File: config.mk
export PLATFORM = sky130hd
export DESIGN_NAME = pmb_map
export DESIGN_NICKNAME = d
export VERILOG_FILES = /design/src/pmb_pkg.sv /design/src/pmb_map.sv
export SDC_FILE = /design/constraint.sdc
export NUM_CORES = 1
export LEC_CHECK = 0
export BUFFER_PORTS_ARGS = -buffer_cell sky130_fd_sc_hd__buf_4
export CORE_UTILIZATION = 32
export CTS_BUF_LIST = sky130_fd_sc_hd__clkbuf_4 sky130_fd_sc_hd__clkbuf_8 sky130_fd_sc_hd__clkbuf_16
export DETAILED_ROUTE_END_ITERATION = 16
export PLACE_DENSITY = 0.77
export SLEW_MARGIN = 20
export SYNTH_ARGS = -nofsm -noshare
export SYNTH_HDL_FRONTEND = slang
export SYNTH_SLANG_ARGS = --single-unit
File: constraint.sdc
create_clock -name clock -period 1 [get_ports clock]
set_input_delay 0.1 -clock clock [delete_from_list [all_inputs] [get_ports clock]]
set_output_delay 0.1 -clock clock [all_outputs]
set_load 0.05 [all_outputs]
File: src/pmb_pkg.sv
// Package for program map and boot select block
package pmb_pkg;
  localparam int PMB_ADDR_W = 21;
  localparam int PMB_UPPER_BIT = 16;
  localparam logic [20:0] PMB_BOOT_INT     = 21'h040000;
  localparam logic [20:0] PMB_WDOG_INT     = 21'h040002;
  localparam logic [20:0] PMB_BOOT_EXT16   = 21'h000000;
  localparam logic [20:0] PMB_WDOG_EXT16   = 21'h000002;
  localparam logic [20:0] PMB_BFLASH_LO    = 21'h040000;
  localparam logic [20:0] PMB_BFLASH_HI    = 21'h043FFF;
  localparam logic [20:0] PMB_EXT16_HI     = 21'h00FFFF;
  localparam logic [20:0] PMB_EXT20_HI     = 21'h0FFFFF;
  localparam logic [20:0] PMB_SHADOW_HI    = 21'h02FFFF;
  localparam logic [20:0] PMB_FLASH0_HI    = 21'h01FFFF;
  localparam logic [20:0] PMB_FLASH1_HI    = 21'h03FFFF;
  localparam logic [20:0] PMB_PIN_FREE_HI  = 21'h00000F;

  typedef enum logic [1:0] {
    PMB_TGT_INT   = 2'h0,
    PMB_TGT_BOOT  = 2'h1,
    PMB_TGT_EXT   = 2'h2,
    PMB_TGT_NONE  = 2'h3
  } pmb_tgt_t;

  typedef struct packed {
    logic program_map_select;
    logic secure_state_latch;
    logic wide_bus;
    logic legacy_strobes;
  } pmb_state_t;

  typedef struct packed {
    pmb_tgt_t    target;
    logic        flash_block;
    logic        upper_address_bit;
    logic        pins_needed;
  } pmb_decode_t;
endpackage : pmb_pkg

File: src/pmb_map.sv
// Program map and boot select logic
`timescale 1ns/1ps
`default_nettype none
module pmb_map
  import pmb_pkg::*;
(
  // Clock and reset
  input  wire logic              clock,
  input  wire logic              srst,
  // Straps and security
  input  wire logic              external_boot_strap,
  input  wire logic              address_width_strap,
  input  wire logic              flash_unsecured,
  // Software control
  input  wire logic              map_select_wr,
  input  wire logic              map_select_wdata,
  input  wire logic              strobes_release,
  input  wire logic              upper_pins_enable,
  // Fetch address
  input  wire logic [20:0]       prog_addr,
  // Status and decode
  output var  logic              program_map_select,
  output var  logic              secure_state_latch,
  output var  logic              wide_bus,
  output var  logic              legacy_strobes,
  output var  logic [20:0]       reset_vector,
  output var  logic [20:0]       watchdog_vector,
  output var  pmb_decode_t       decode
);

  typedef struct packed {
    pmb_state_t  st;
    logic        cfg_done;
    logic [20:0] rst_vec;
    logic [20:0] wdg_vec;
    pmb_decode_t dec;
  } pmb_all_t;

  pmb_all_t cur;
  pmb_all_t next_cur;

  function automatic logic pmb_in(input logic [20:0] a, input logic [20:0] lo, input logic [20:0] hi);
    return (a >= lo) && (a <= hi);
  endfunction : pmb_in

  always_comb begin
    next_cur = cur;
    if (!cur.cfg_done) begin
      // Configuration is caught on the first clock after reset release, never under reset
      next_cur.cfg_done = 1'b1;
      next_cur.st.secure_state_latch = flash_unsecured;
      next_cur.st.program_map_select = external_boot_strap & flash_unsecured;
      next_cur.st.wide_bus = address_width_strap;
      next_cur.st.legacy_strobes = 1'b1;
      if (external_boot_strap & flash_unsecured) begin
        next_cur.rst_vec = address_width_strap ? PMB_BOOT_INT : PMB_BOOT_EXT16;
        next_cur.wdg_vec = address_width_strap ? PMB_WDOG_INT : PMB_WDOG_EXT16;
      end else begin
        next_cur.rst_vec = PMB_BOOT_INT;
        next_cur.wdg_vec = PMB_WDOG_INT;
      end
    end else begin
      // Writes to the select bit are dead when the part came up secured
      if (map_select_wr && cur.st.secure_state_latch) begin
        next_cur.st.program_map_select = map_select_wdata;
      end
      if (strobes_release) begin
        next_cur.st.legacy_strobes = 1'b0;
      end
    end
    next_cur.dec.flash_block = (prog_addr > PMB_FLASH0_HI);
    next_cur.dec.upper_address_bit = cur.st.wide_bus & prog_addr[PMB_UPPER_BIT];
    next_cur.dec.pins_needed = cur.st.program_map_select && !upper_pins_enable
                               && (prog_addr > PMB_PIN_FREE_HI);
    if (!cur.st.program_map_select) begin
      if (pmb_in(prog_addr, PMB_BFLASH_LO, PMB_BFLASH_HI)) begin
        next_cur.dec.target = PMB_TGT_BOOT;
      end else if (prog_addr <= PMB_FLASH1_HI) begin
        next_cur.dec.target = PMB_TGT_INT;
      end else begin
        next_cur.dec.target = upper_pins_enable ? PMB_TGT_EXT : PMB_TGT_NONE;
      end
    end else if (!cur.st.wide_bus) begin
      if (prog_addr <= PMB_EXT16_HI) begin
        next_cur.dec.target = PMB_TGT_EXT;
      end else if (pmb_in(prog_addr, PMB_BFLASH_LO, PMB_BFLASH_HI)) begin
        next_cur.dec.target = PMB_TGT_BOOT;
      end else if (prog_addr <= PMB_FLASH1_HI) begin
        next_cur.dec.target = PMB_TGT_INT;
      end else begin
        next_cur.dec.target = upper_pins_enable ? PMB_TGT_EXT : PMB_TGT_NONE;
      end
    end else begin
      if (pmb_in(prog_addr, PMB_BFLASH_LO, PMB_BFLASH_HI)) begin
        next_cur.dec.target = PMB_TGT_EXT;
      end else if (prog_addr <= PMB_SHADOW_HI) begin
        next_cur.dec.target = PMB_TGT_INT;
      end else if (prog_addr <= PMB_EXT20_HI) begin
        next_cur.dec.target = PMB_TGT_INT;
      end else begin
        next_cur.dec.target = upper_pins_enable ? PMB_TGT_EXT : PMB_TGT_NONE;
      end
    end
  end

  always_ff @(posedge clock) begin
    if (srst) begin
      cur <= '0;
      cur.st.legacy_strobes <= 1'b1;
      cur.rst_vec <= PMB_BOOT_INT;
      cur.wdg_vec <= PMB_WDOG_INT;
      cur.dec.target <= PMB_TGT_NONE;
    end else begin
      cur <= next_cur;
    end
  end

  assign program_map_select = cur.st.program_map_select;
  assign secure_state_latch = cur.st.secure_state_latch;
  assign wide_bus           = cur.st.wide_bus;
  assign legacy_strobes     = cur.st.legacy_strobes;
  assign reset_vector       = cur.rst_vec;
  assign watchdog_vector    = cur.wdg_vec;
  assign decode             = cur.dec;
endmodule : pmb_map
`default_nettype wire

* Word-level counts from Yosys, hierarchy flattened
Index checks and enable logic that the tools add are counted.
Storage, ports and cells: flip-flop bits (word level) 52, logic and storage cells 43
Cells by class: magnitude comparators 8, equality and inequality tests 1, muxes and demuxes 14, bitwise operators 3, reductions and logical operators 6
Operators by type and width (number):
- 21-bit by 18-bit less-or-equal comparator with 1-bit output (second input constant) | 2
- 40-bit two-way mux | 1
- 19-bit two-way mux | 2
- 21-bit by 19-bit >= comparator with 1-bit output (second input constant) | 1
- 21-bit by 17-bit > comparator with 1-bit output (second input constant) | 1
- 21-bit by 4-bit > comparator with 1-bit output (second input constant) | 1
- 21-bit by 16-bit less-or-equal comparator with 1-bit output (second input constant) | 1
- 21-bit by 19-bit less-or-equal comparator with 1-bit output (second input constant) | 1
- 21-bit by 20-bit less-or-equal comparator with 1-bit output (second input constant) | 1
- 2-bit two-way mux | 8
- 1-bit logical AND | 4
- 1-bit two-way mux | 3
- 1-bit AND | 2
- 2-bit by 1-bit != test with 1-bit output (second input constant) | 1
- 2-bit OR reduction | 1
- 1-bit logical NOT | 1
- 1-bit inverter | 1

* Logic depth before layout (Yosys ltp)
Gate-level depths: netlist (run 1).
word-level depth 6, depth in mapped cells 3

* Worst setup path before layout (run 1)
OpenSTA, ideal clock, no wires.
kind reg-to-reg, from register cur (netlist bit program_map_select), to register cur (netlist bit decode[3]), library setup time 0.123 ns, arrival time 1.243 ns, data required time 0.877 ns, slack -0.365 ns, cell stages (with the launch flop) 4, buffers on the path 0, period minus slack after synthesis 1.365 ns, cell sequence dfxtp_1 -> o2bb2ai_1 -> a21oi_1 -> a311o_2
Between the ends: word-level cells in the longest chain between the ends 1
Ends and longest elaborated chain:
- start: declaration | RTL line pmb_map.sv:39 | pmb_all_t cur;
- start signal: assignment | RTL line pmb_map.sv:114 | cur <= next_cur;
- 2-bit two-way mux | RTL line pmb_map.sv:75 | if (!cur.st.program_map_select) begin
Every way passes these cells. A chain may end at the register's enable or synchronous reset.

* Final worst setup path (run 1)
from register cur (netlist bit wide_bus), to register cur (netlist bit decode[4])
Between the ends: word-level cells in the longest chain between the ends 2
Ends and longest elaborated chain:
- 2-bit two-way mux | RTL line pmb_map.sv:83 | end else if (!cur.st.wide_bus) begin
- 2-bit two-way mux | RTL line pmb_map.sv:75
Every way passes these cells.

==> flow_metrics.py, run 1 <==
metrics = {
    "synth": {
        "yosysWarnings": 0,
        "synth_top_area_share_pct": 42.7,
        "synthTopCellsByCount": "47 x buf_4, 11 x dfxtp_1",
        "yosysTopAreaCell": "buf_4",
        "syn_inst": 99,
        "syn_avg_cell_area_um2": 8.34,
        "synth_edf_count": 0,
        "yosys_most_used_dff": "dfxtp_1",
        "synthTopCellsByArea": "buf_4 43%, dfxtp_1 27%, mux2i_1 4.8%, nor4_1 2.3%, a21oi_1 1.8%",
        "post_synth_num_cell_types": 23,
        "synth_most_common_cell": "buf_4",
        "syn_area_um2": 826,
        "synthArstFlopShare_pct": 0,
        "synth-seq-cells": 11,
        "synth-seq-area-share_pct": 26.7,
    },
    "floorplanning": {
        "die-height_um": 52.8,
        "initial_core_util_pct": 33.6,
        "die_w_um": 52.8,
        "core_mm2": 0.00245,
        "die_area_mm2": 0.00279,
        "ioPinCount": 81,
        "rows": 18,
    },
    "timing": {
        "min_period_ns": 1.01,
        "timing.hold.ws_ns": 0.0397,
        "maxSlewViolCount": 0,
        "setup_tns_ns": -0.0135,
        "rsz0062_at_grt": "yes",
        "post-route-period-util_pct": 101,
        "finalHoldViolations": 0,
        "fmaxAchievable_ghz": 0.987,
        "finalWorstSetupSlack_ns": -0.0135,
        "setup_viol": 1,
        "fin_worst_skew_ns": 0.00590,
    },
    "pwr": {
        "vdd_drop_max_mv": 0.555,
        "pwr-share-clk_pct": 23.1,
        "seqPwrFrac_pct": 34.9,
        "p_per_area_mw_per_mm2": 1390,
        "power_frac_comb_pct": 42.0,
        "p_sw_uw": 610,
        "power.leakage_nw": 0.531,
        "p_int_uw": 759,
        "swShare_pct": 44.6,
    },
    "cts": {
        "cts_buffer_depth": 2,
        "cts_tree": "built",
        "htree_levels": 1,
        "path_clk_slew_ns": 0.07,
        "cts-buffers-inserted": 3,
        "clock_latency_ns": 0.26,
        "cts_hold_buf": 0,
        "root_buffer": "clkbuf_4",
        "cts_sinks": 11,
    },
    "global_route": {
        "grt_pass1_wl_um": 1870,
        "grt_max_degree": 8,
        "grt_pass1_vias": 505,
        "grt_usage_pct": 9.49,
        "grt-ovfl-total": 0,
        "antenna_found_initial": 0,
    },
    "route": {
        "drc": 0,
        "vias": 643,
        "drt_first_pass_iters": 2,
        "routedLengthMet1_um": 436,
        "drtIter0Drc": 2,
        "top_layer_used": "met4",
        "dr_wl_met3_um": 207,
        "wl_per_cell_um": 8.75,
        "met2_length_um": 759,
        "viasPerCell": 3.99,
        "routed_wl_um": 1410,
        "ant_nets": 0,
    },
    "layout": {
        "nets": 162,
        "n_antenna_cell": 0,
        "finalNonFillerCells": 161,
        "drive_gt1_share_pct": 38.2,
        "fillCellCount": 248,
        "syn2layout_area_growth_pct": 19.1,
        "design_area_um2": 983,
    },
    "flow_run": {
        "maxCapViolCount": 0,
    },
    "placed_design": {
        "port_buffers": 36,
        "placed_area_um2": 950,
        "dp_cells": 157,
        "place_hpwl_um": 1200,
        "gp_congestion": 0.570,
        "pre_cts_ws_ns": -0.162,
    },
    "outcome": {
        "status": "complete, but fails checks",
        "failed_checks": "setup timing",
    },
    "worst_setup_path": {
        "reg2reg_depth": 3,
        "r2r-start": "wide_bus",
        "crit_end": "decode[4]",
        "cp.arrival_ns": 1.19,
        "path_max_fanout": 6,
        "r2r_slack_ns": -0.01,
        "path_class": "register to register",
        "startpoint": "wide_bus",
        "end_kind": "register",
        "reg2reg_to": "decode[4]",
        "start_kind": "register",
        "critPathRequiredTime_ns": 1.18,
    },
    "worst_hold_path": {
        "whs_path_depth": 2,
        "hold_class": "input port to register",
    },
}
==> state kept, by name, indices dropped and copies added (netlist names) <==
| name | cells |
|---|---|
| secure_state_latch | 1 |
| program_map_select | 1 |
| cur | 1 |
| decode | 5 |
| legacy_strobes | 1 |
| wide_bus | 1 |
| reset_vector | 1 |
==> how the worst min path moves through the flow <==
stage | start | endpoint | slack [ns]
after global placement | strobes_release | legacy_strobes | 0.31
final | strobes_release | legacy_strobes | 0.04
after global routing | srst | secure_state_latch | 0.05
after floorplan | srst | wide_bus | 0.16
after CTS | strobes_release | legacy_strobes | 0.03
after detailed placement | strobes_release | legacy_strobes | 0.32
==> kinds of logic after synthesis <==
family | count (synthesis) | share of synthesized area (%)
buffers and inverters | 52 | 45.0
AND/OR/NAND/NOR | 20 | 14.2
flip-flops | 11 | 26.7
AO/OA/AOI/OAI | 10 | 8.33
multiplexers | 4 | 4.85
other | 2 | 0.909
==> layout make-up <==
cell class / count / area [um2] / area share (%)
clock buffers: 4 / 30.0 / 3.05
well taps: 30 / 37.5 / 3.82
multi-input cells: 74 / 387 / 39.3
repair buffers: 38 / 285 / 29.0
inverters: 4 / 15.0 / 1.53
flip-flops and latches: 11 / 229 / 23.3
==> power by group through the flow <==
stage          Clock (mW)  Sequential [mW]  Combinational, mW
3_3_place_gp            0            0.487              0.566
4_1_cts             0.329            0.478              0.572
2_1_floorplan           0            0.513              0.547
6_report            0.316            0.478              0.575
3_5_place_dp            0            0.489              0.572
5_1_grt             0.342            0.482              0.602
==> placed cells by master (no fill, tap or decap), types with 3 or more instances in the layout <==
| master | n |
|---|---|
| nor4_1 | 3 |
| buf_4 | 38 |
| mux2i_1 | 4 |
| inv_1 | 4 |
| conb_1 | 40 |
| nor2_1 | 4 |
| nand2_1 | 4 |
| dfxtp_1 | 8 |
| clkbuf_4 | 4 |
==> repair_timing <==
item / CTS / global route
cloned: 0 / 0
buffers inserted: 0 / 0
setup endpoints to repair: 1 / 2
resized for setup: 0 / 1
==> metrics by stage <==
stage	util (%)	power (mW)
floorplan	-	1.06
global placement	38.7	1.05
detailed placement	38.7	1.06
CTS	39.9	1.38
global route	40.1	1.43
finish	40.1	1.37
==> worst max-delay path, cell delays in order (launching register included) <==
cell,delay (ns)
dfxtp_4,0.38
nor4bb_1,0.27
mux2i_1,0.10
o2111ai_1,0.18
==> routing by layer <==
| layer | track usage [%] | vias to the layer above |
|---|---|---|
| li1 | - | 310 |
| met1 | 6.48 | 287 |
| met2 | 20.3 | 44 |
| met3 | 2.90 | 2 |
| met4 | 6.58 | 0 |
| met5 | 0 | - |
Power figures use the tool's default switching activity.
==> run 2, diff against run 1 <==
ABC_AREA = 1   (was not set)
CORE_UTILIZATION = 33   (was 32)
SLEW_MARGIN = not set   (was 20)
==> flow_metrics.py, run 2 <==
metrics = {
    "outcome": {
        "status": "finished clean",
    },
    "layout": {
        "layout_commonest_cell": "conb_1",
        "syn2layout_area_growth_pct": 15.0,
        "drive_gt1_share_pct": 36.9,
        "multi_input_area_um2": 419,
        "layout_common_cells": "40 x conb_1, 35 x buf_4, 19 x nand2_1",
        "fillCellCount": 285,
        "largest_reg_flops": 5,
        "n_antenna_cell": 0,
        "nets": 191,
        "seq_area_um2": 224,
    },
    "cts": {
        "cts_buffer_depth": 2,
        "ctsResizeCount": 0,
        "postCtsSetupRepairBufs": 0,
        "path_clk_slew_ns": 0.07,
        "cts-buffers-inserted": 3,
        "clock_latency_ns": 0.27,
        "cts_hold_buf": 0,
        "cts_sinks": 11,
        "htree_levels": 1,
        "cts_tree": "built",
        "root_buffer": "clkbuf_4",
    },
    "synth": {
        "yosysWarnings": 0,
        "yosys_most_used_dff": "dfxtp_1",
        "synth_most_common_cell": "buf_4",
        "synth-seq-area-share_pct": 24.5,
        "synth-seq-cells": 11,
        "synth_top_area_share_pct": 39.3,
        "synthArstFlopShare_pct": 0,
        "synth_edf_count": 0,
        "syn_inst": 129,
        "post_synth_num_cell_types": 15,
        "synthTopCellsByCount": "47 x buf_4, 19 x nand2_1, 11 x dfxtp_1",
        "synthTopCellsByArea": "buf_4 39%, dfxtp_1 25%, nand2_1 7.9%, nand2_2 4.2%, nand3_1 3.9%",
        "yosysTopAreaCell": "buf_4",
        "syn_area_um2": 898,
        "syn_avg_cell_area_um2": 6.96,
    },
    "worst_setup_path": {
        "max_stage_delay_ns": 0.38,
        "crit_buf_inv": 1,
        "path_class": "register to output port",
        "r2r-start": "cur[47]",
        "cp.arrival_ns": 0.82,
        "start_kind": "register",
        "crit_family": "flip-flops",
        "crit_cells": 1,
        "cp_cell_sequence": "buf_6",
        "cp_slowest_cell": "dfxtp_2",
        "r2r_slack_ns": 0.15,
        "path_max_fanout": 5,
        "critPathRequiredTime_ns": 0.90,
        "crit_end": "program_map_select",
        "reg2reg_depth": 3,
        "startpoint": "program_map_select",
        "end_kind": "output port",
        "reg2reg_to": "program_map_select",
    },
    "pwr": {
        "power.leakage_nw": 0.594,
        "p_per_area_mw_per_mm2": 1370,
        "vdd_drop_max_mv": 0.810,
    },
    "timing": {
        "min_period_ns": 0.921,
        "timing.hold.ws_ns": 0.0146,
        "setup_viol": 0,
        "finalHoldViolations": 0,
        "fin_worst_skew_ns": 0.00661,
        "rsz0062_at_grt": "no",
        "post-route-period-util_pct": 92.1,
        "maxSlewViolCount": 0,
        "setup_tns_ns": 0,
        "fmaxAchievable_ghz": 1.09,
    },
    "floorplanning": {
        "ioPinCount": 81,
        "rows": 18,
        "die_area_mm2": 0.00293,
        "core_mm2": 0.00252,
        "die-height_um": 54.2,
        "initial_core_util_pct": 35.6,
        "die_w_um": 54.2,
    },
    "global_route": {
        "antenna_found_initial": 0,
        "grt_usage_pct": 10.5,
        "grt_pass1_vias": 564,
        "grt_max_degree": 8,
        "grt-ovfl-total": 0,
        "grt_pass1_wl_um": 2180,
    },
    "placed_design": {
        "gp_congestion": 0.806,
        "port_buffers": 36,
        "place_hpwl_um": 1210,
    },
    "flow_run": {
        "maxCapViolCount": 0,
    },
    "route": {
        "drtIter0Drc": 8,
        "viasPerCell": 3.70,
        "ant_nets": 0,
        "drt_first_pass_iters": 4,
        "vias": 703,
        "drc": 0,
        "wl_per_cell_um": 7.16,
        "routed_wl_um": 1360,
    },
    "worst_hold_path": {
        "hold_class": "input port to register",
    },
}
[run 2: cell types whose count changed after synthesis, moves of 3 or more]
cell / delta
inv_2: +6
nand2_1: +15
inv_1: +3
nand3_1: +7
mux2i_1: -4
nor4_1: -3
nor2_1: +5
nand2_2: +6
[run 2: layer usage]
layer	share of wire, %	track usage [%]	up-vias
li1	-	-	371
met1	34	9.78	291
met2	54	19.7	41
met3	11	5.65	0
met4	0	2.56	0
met5	0	0	-
[run 2: kinds of logic (layout without fill, tap and decap cells)]
kind of cell	count (synthesis)	in the layout	share of synthesized area [%]
DFF	11	11	24.5
and+or+nand+nor	49	49	26.0
other	2	40	0.836
buffers and inverters	60	53	44.7
AOI/OAI and AO/OA	7	7	3.90
[run 2: worst min path at each step]
stage                     cells past startpoint        endpoint       startpoint  slack [ns]
after floorplan                               1       decode[2]             srst        0.17
after global placement                        2  legacy_strobes  strobes_release        0.28
after detailed placement                      2  legacy_strobes  strobes_release        0.29
after CTS                                     2  legacy_strobes  strobes_release       0.002
after global routing                          2  legacy_strobes  strobes_release       0.003
final                                         2  legacy_strobes  strobes_release        0.01
[run 2: metrics by stage]
step / power [mW] / worst slack, ns / cells / utilization [%] / instance area (um2)
floorplan: 1.11 / 0.0534 / 167 / - / 1040
global placement: 1.10 / 0.161 / 186 / 39.6 / 1000
detailed placement: 1.11 / 0.136 / 186 / 39.6 / 1000
CTS: 1.44 / 0.0272 / 190 / 40.8 / 1030
global route: 1.50 / 0.0240 / 190 / 41.0 / 1030
finish: 1.42 / 0.0791 / 190 / 41.0 / 1030
[run 2: final cells by class]
class | count | area share (%)
clock buffers | 4 | 2.91
inverters | 13 | 4.72
multi-input cells | 96 | 40.6
flip-flops and latches | 11 | 21.7
well taps | 30 | 3.63
repair buffers | 36 | 26.5
[run 2: report_power, final]
group          switching (mW)  internal, mW  total [mW]
Clock                   0.139         0.181       0.321
Sequential             0.0171         0.464       0.481
Combinational           0.493         0.124       0.617
Total                   0.649         0.770        1.42
==> run 3, diff against run 2 <==
CELL_PAD_IN_SITES_DETAIL_PLACEMENT = 1   (was not set)
CELL_PAD_IN_SITES_GLOBAL_PLACEMENT = 1   (was not set)
CORE_UTILIZATION = 21   (was 33)
PLACE_DENSITY = 0.78   (was 0.77)
==> flow_metrics.py, run 3 (synthesis gave the netlist of run 2 again) <==
metrics = {
    "outcome": {
        "status": "finished clean",
    },
    "layout": {
        "syn2layout_area_growth_pct": 19.6,
        "layout_commonest_cell": "conb_1",
        "n_antenna_cell": 0,
        "design_area_mm2": 0.00107,
        "layout_common_cells": "40 x conb_1, 36 x buf_4, 19 x nand2_1",
        "nets": 191,
        "fin_util_pct": 26.5,
        "drive_gt1_share_pct": 37.5,
        "finalNonFillerCells": 210,
        "largest_reg_flops": 5,
    },
    "timing": {
        "setup_viol": 0,
        "finalHoldViolations": 0,
        "timing.hold.ws_ns": 0.0543,
        "rsz0062_at_grt": "no",
        "fin_worst_skew_ns": 0.00422,
        "setup_tns_ns": 0,
        "fmaxAchievable_ghz": 1.07,
        "finalWorstSetupSlack_ns": 0.0697,
        "post-route-period-util_pct": 93.0,
        "maxSlewViolCount": 0,
        "min_period_ns": 0.930,
    },
    "route": {
        "routed_wl_um": 1760,
        "drtIter0Drc": 20,
        "vias": 728,
        "wl_per_cell_um": 8.39,
        "viasPerCell": 3.47,
        "drt_first_pass_iters": 3,
        "ant_nets": 0,
        "drc": 0,
    },
    "worst_setup_path": {
        "crit_family": "flip-flops",
        "cp_slowest_cell": "dfxtp_2",
        "cp_cell_sequence": "buf_4",
        "r2r-start": "wide_bus",
        "cp.arrival_ns": 0.83,
        "end_kind": "output port",
        "r2r_slack_ns": 0.18,
        "reg2reg_depth": 6,
        "max_stage_delay_ns": 0.38,
        "critPathRequiredTime_ns": 0.90,
        "reg2reg_to": "decode[4]",
        "crit_buf_inv": 1,
        "start_kind": "register",
        "path_class": "register to output port",
        "path_max_fanout": 5,
    },
    "placed_design": {
        "pre_cts_ws_ns": 0.131,
        "dp_cells": 206,
        "gp_congestion": 0.742,
        "port_buffers": 36,
        "placed_area_mm2": 0.00102,
        "place_hpwl_um": 1580,
    },
    "pwr": {
        "p_total_mw": 1.56,
        "p_per_area_mw_per_mm2": 1460,
        "vdd_drop_max_mv": 0.356,
        "power.leakage_nw": 0.601,
    },
    "cts": {
        "clock_latency_ns": 0.23,
        "root_buffer": "clkbuf_8",
        "cts_tree": "built",
        "htree_levels": 1,
        "ctsResizeCount": 0,
        "cts-buffers-inserted": 3,
        "cts_sinks": 11,
        "cts_hold_buf": 0,
        "path_clk_slew_ns": 0.05,
        "postCtsSetupRepairBufs": 0,
        "cts_buffer_depth": 2,
    },
    "floorplanning": {
        "ioPinCount": 81,
        "initial_core_util_pct": 22.1,
        "rows": 23,
        "core_mm2": 0.00406,
        "die_w_um": 67.4,
        "die-height_um": 67.4,
        "die_area_mm2": 0.00454,
    },
    "flow_run": {
        "maxCapViolCount": 0,
    },
    "global_route": {
        "grt_pass1_vias": 660,
        "grt-ovfl-total": 0,
        "grt_pass1_wl_um": 2610,
        "antenna_found_initial": 0,
        "grt_max_degree": 8,
        "grt_usage_pct": 7.69,
    },
    "worst_hold_path": {
        "min_to": "legacy_strobes",
        "whs_path_depth": 2,
        "worstHoldStart": "strobes_release",
        "hold_class": "input port to register",
    },
}
## run 3: metal layers
layer  up-vias  routed length, um  GRT usage (%)
met2        40                909           15.0
met4         0                 53           6.38
li1        365                  -              -
met5         -                  0              0
met1       319                658           7.41
met3         4                140          0.169
## run 3: final cells by class
type | instances | area, um2
fillers | 530 | 2980
multi-input cells | 96 | 419
repair buffers | 36 | 270
flip-flops and latches | 11 | 225
well taps | 50 | 62.6
clock buffers | 4 | 48.8
inverters | 13 | 48.8
## run 3: worst max-delay path by stage
stage,startpoint,to,cells after the start
2_1_floorplan,wide_bus,decode[3],5
3_3_place_gp,prog_addr[16],decode[0],7
3_5_place_dp,prog_addr[16],decode[0],7
4_1_cts,program_map_select,program_map_select,1
5_1_grt,program_map_select,program_map_select,1
6_report,program_map_select,program_map_select,1
## run 3: where the power goes
group	leakage [nW]	total [mW]	switching, mW	internal (mW)
Sequential	0.0921	0.485	0.0187	0.466
Clock	0.0262	0.459	0.153	0.306
Combinational	0.483	0.621	0.498	0.123
Total	0.601	1.56	0.670	0.895
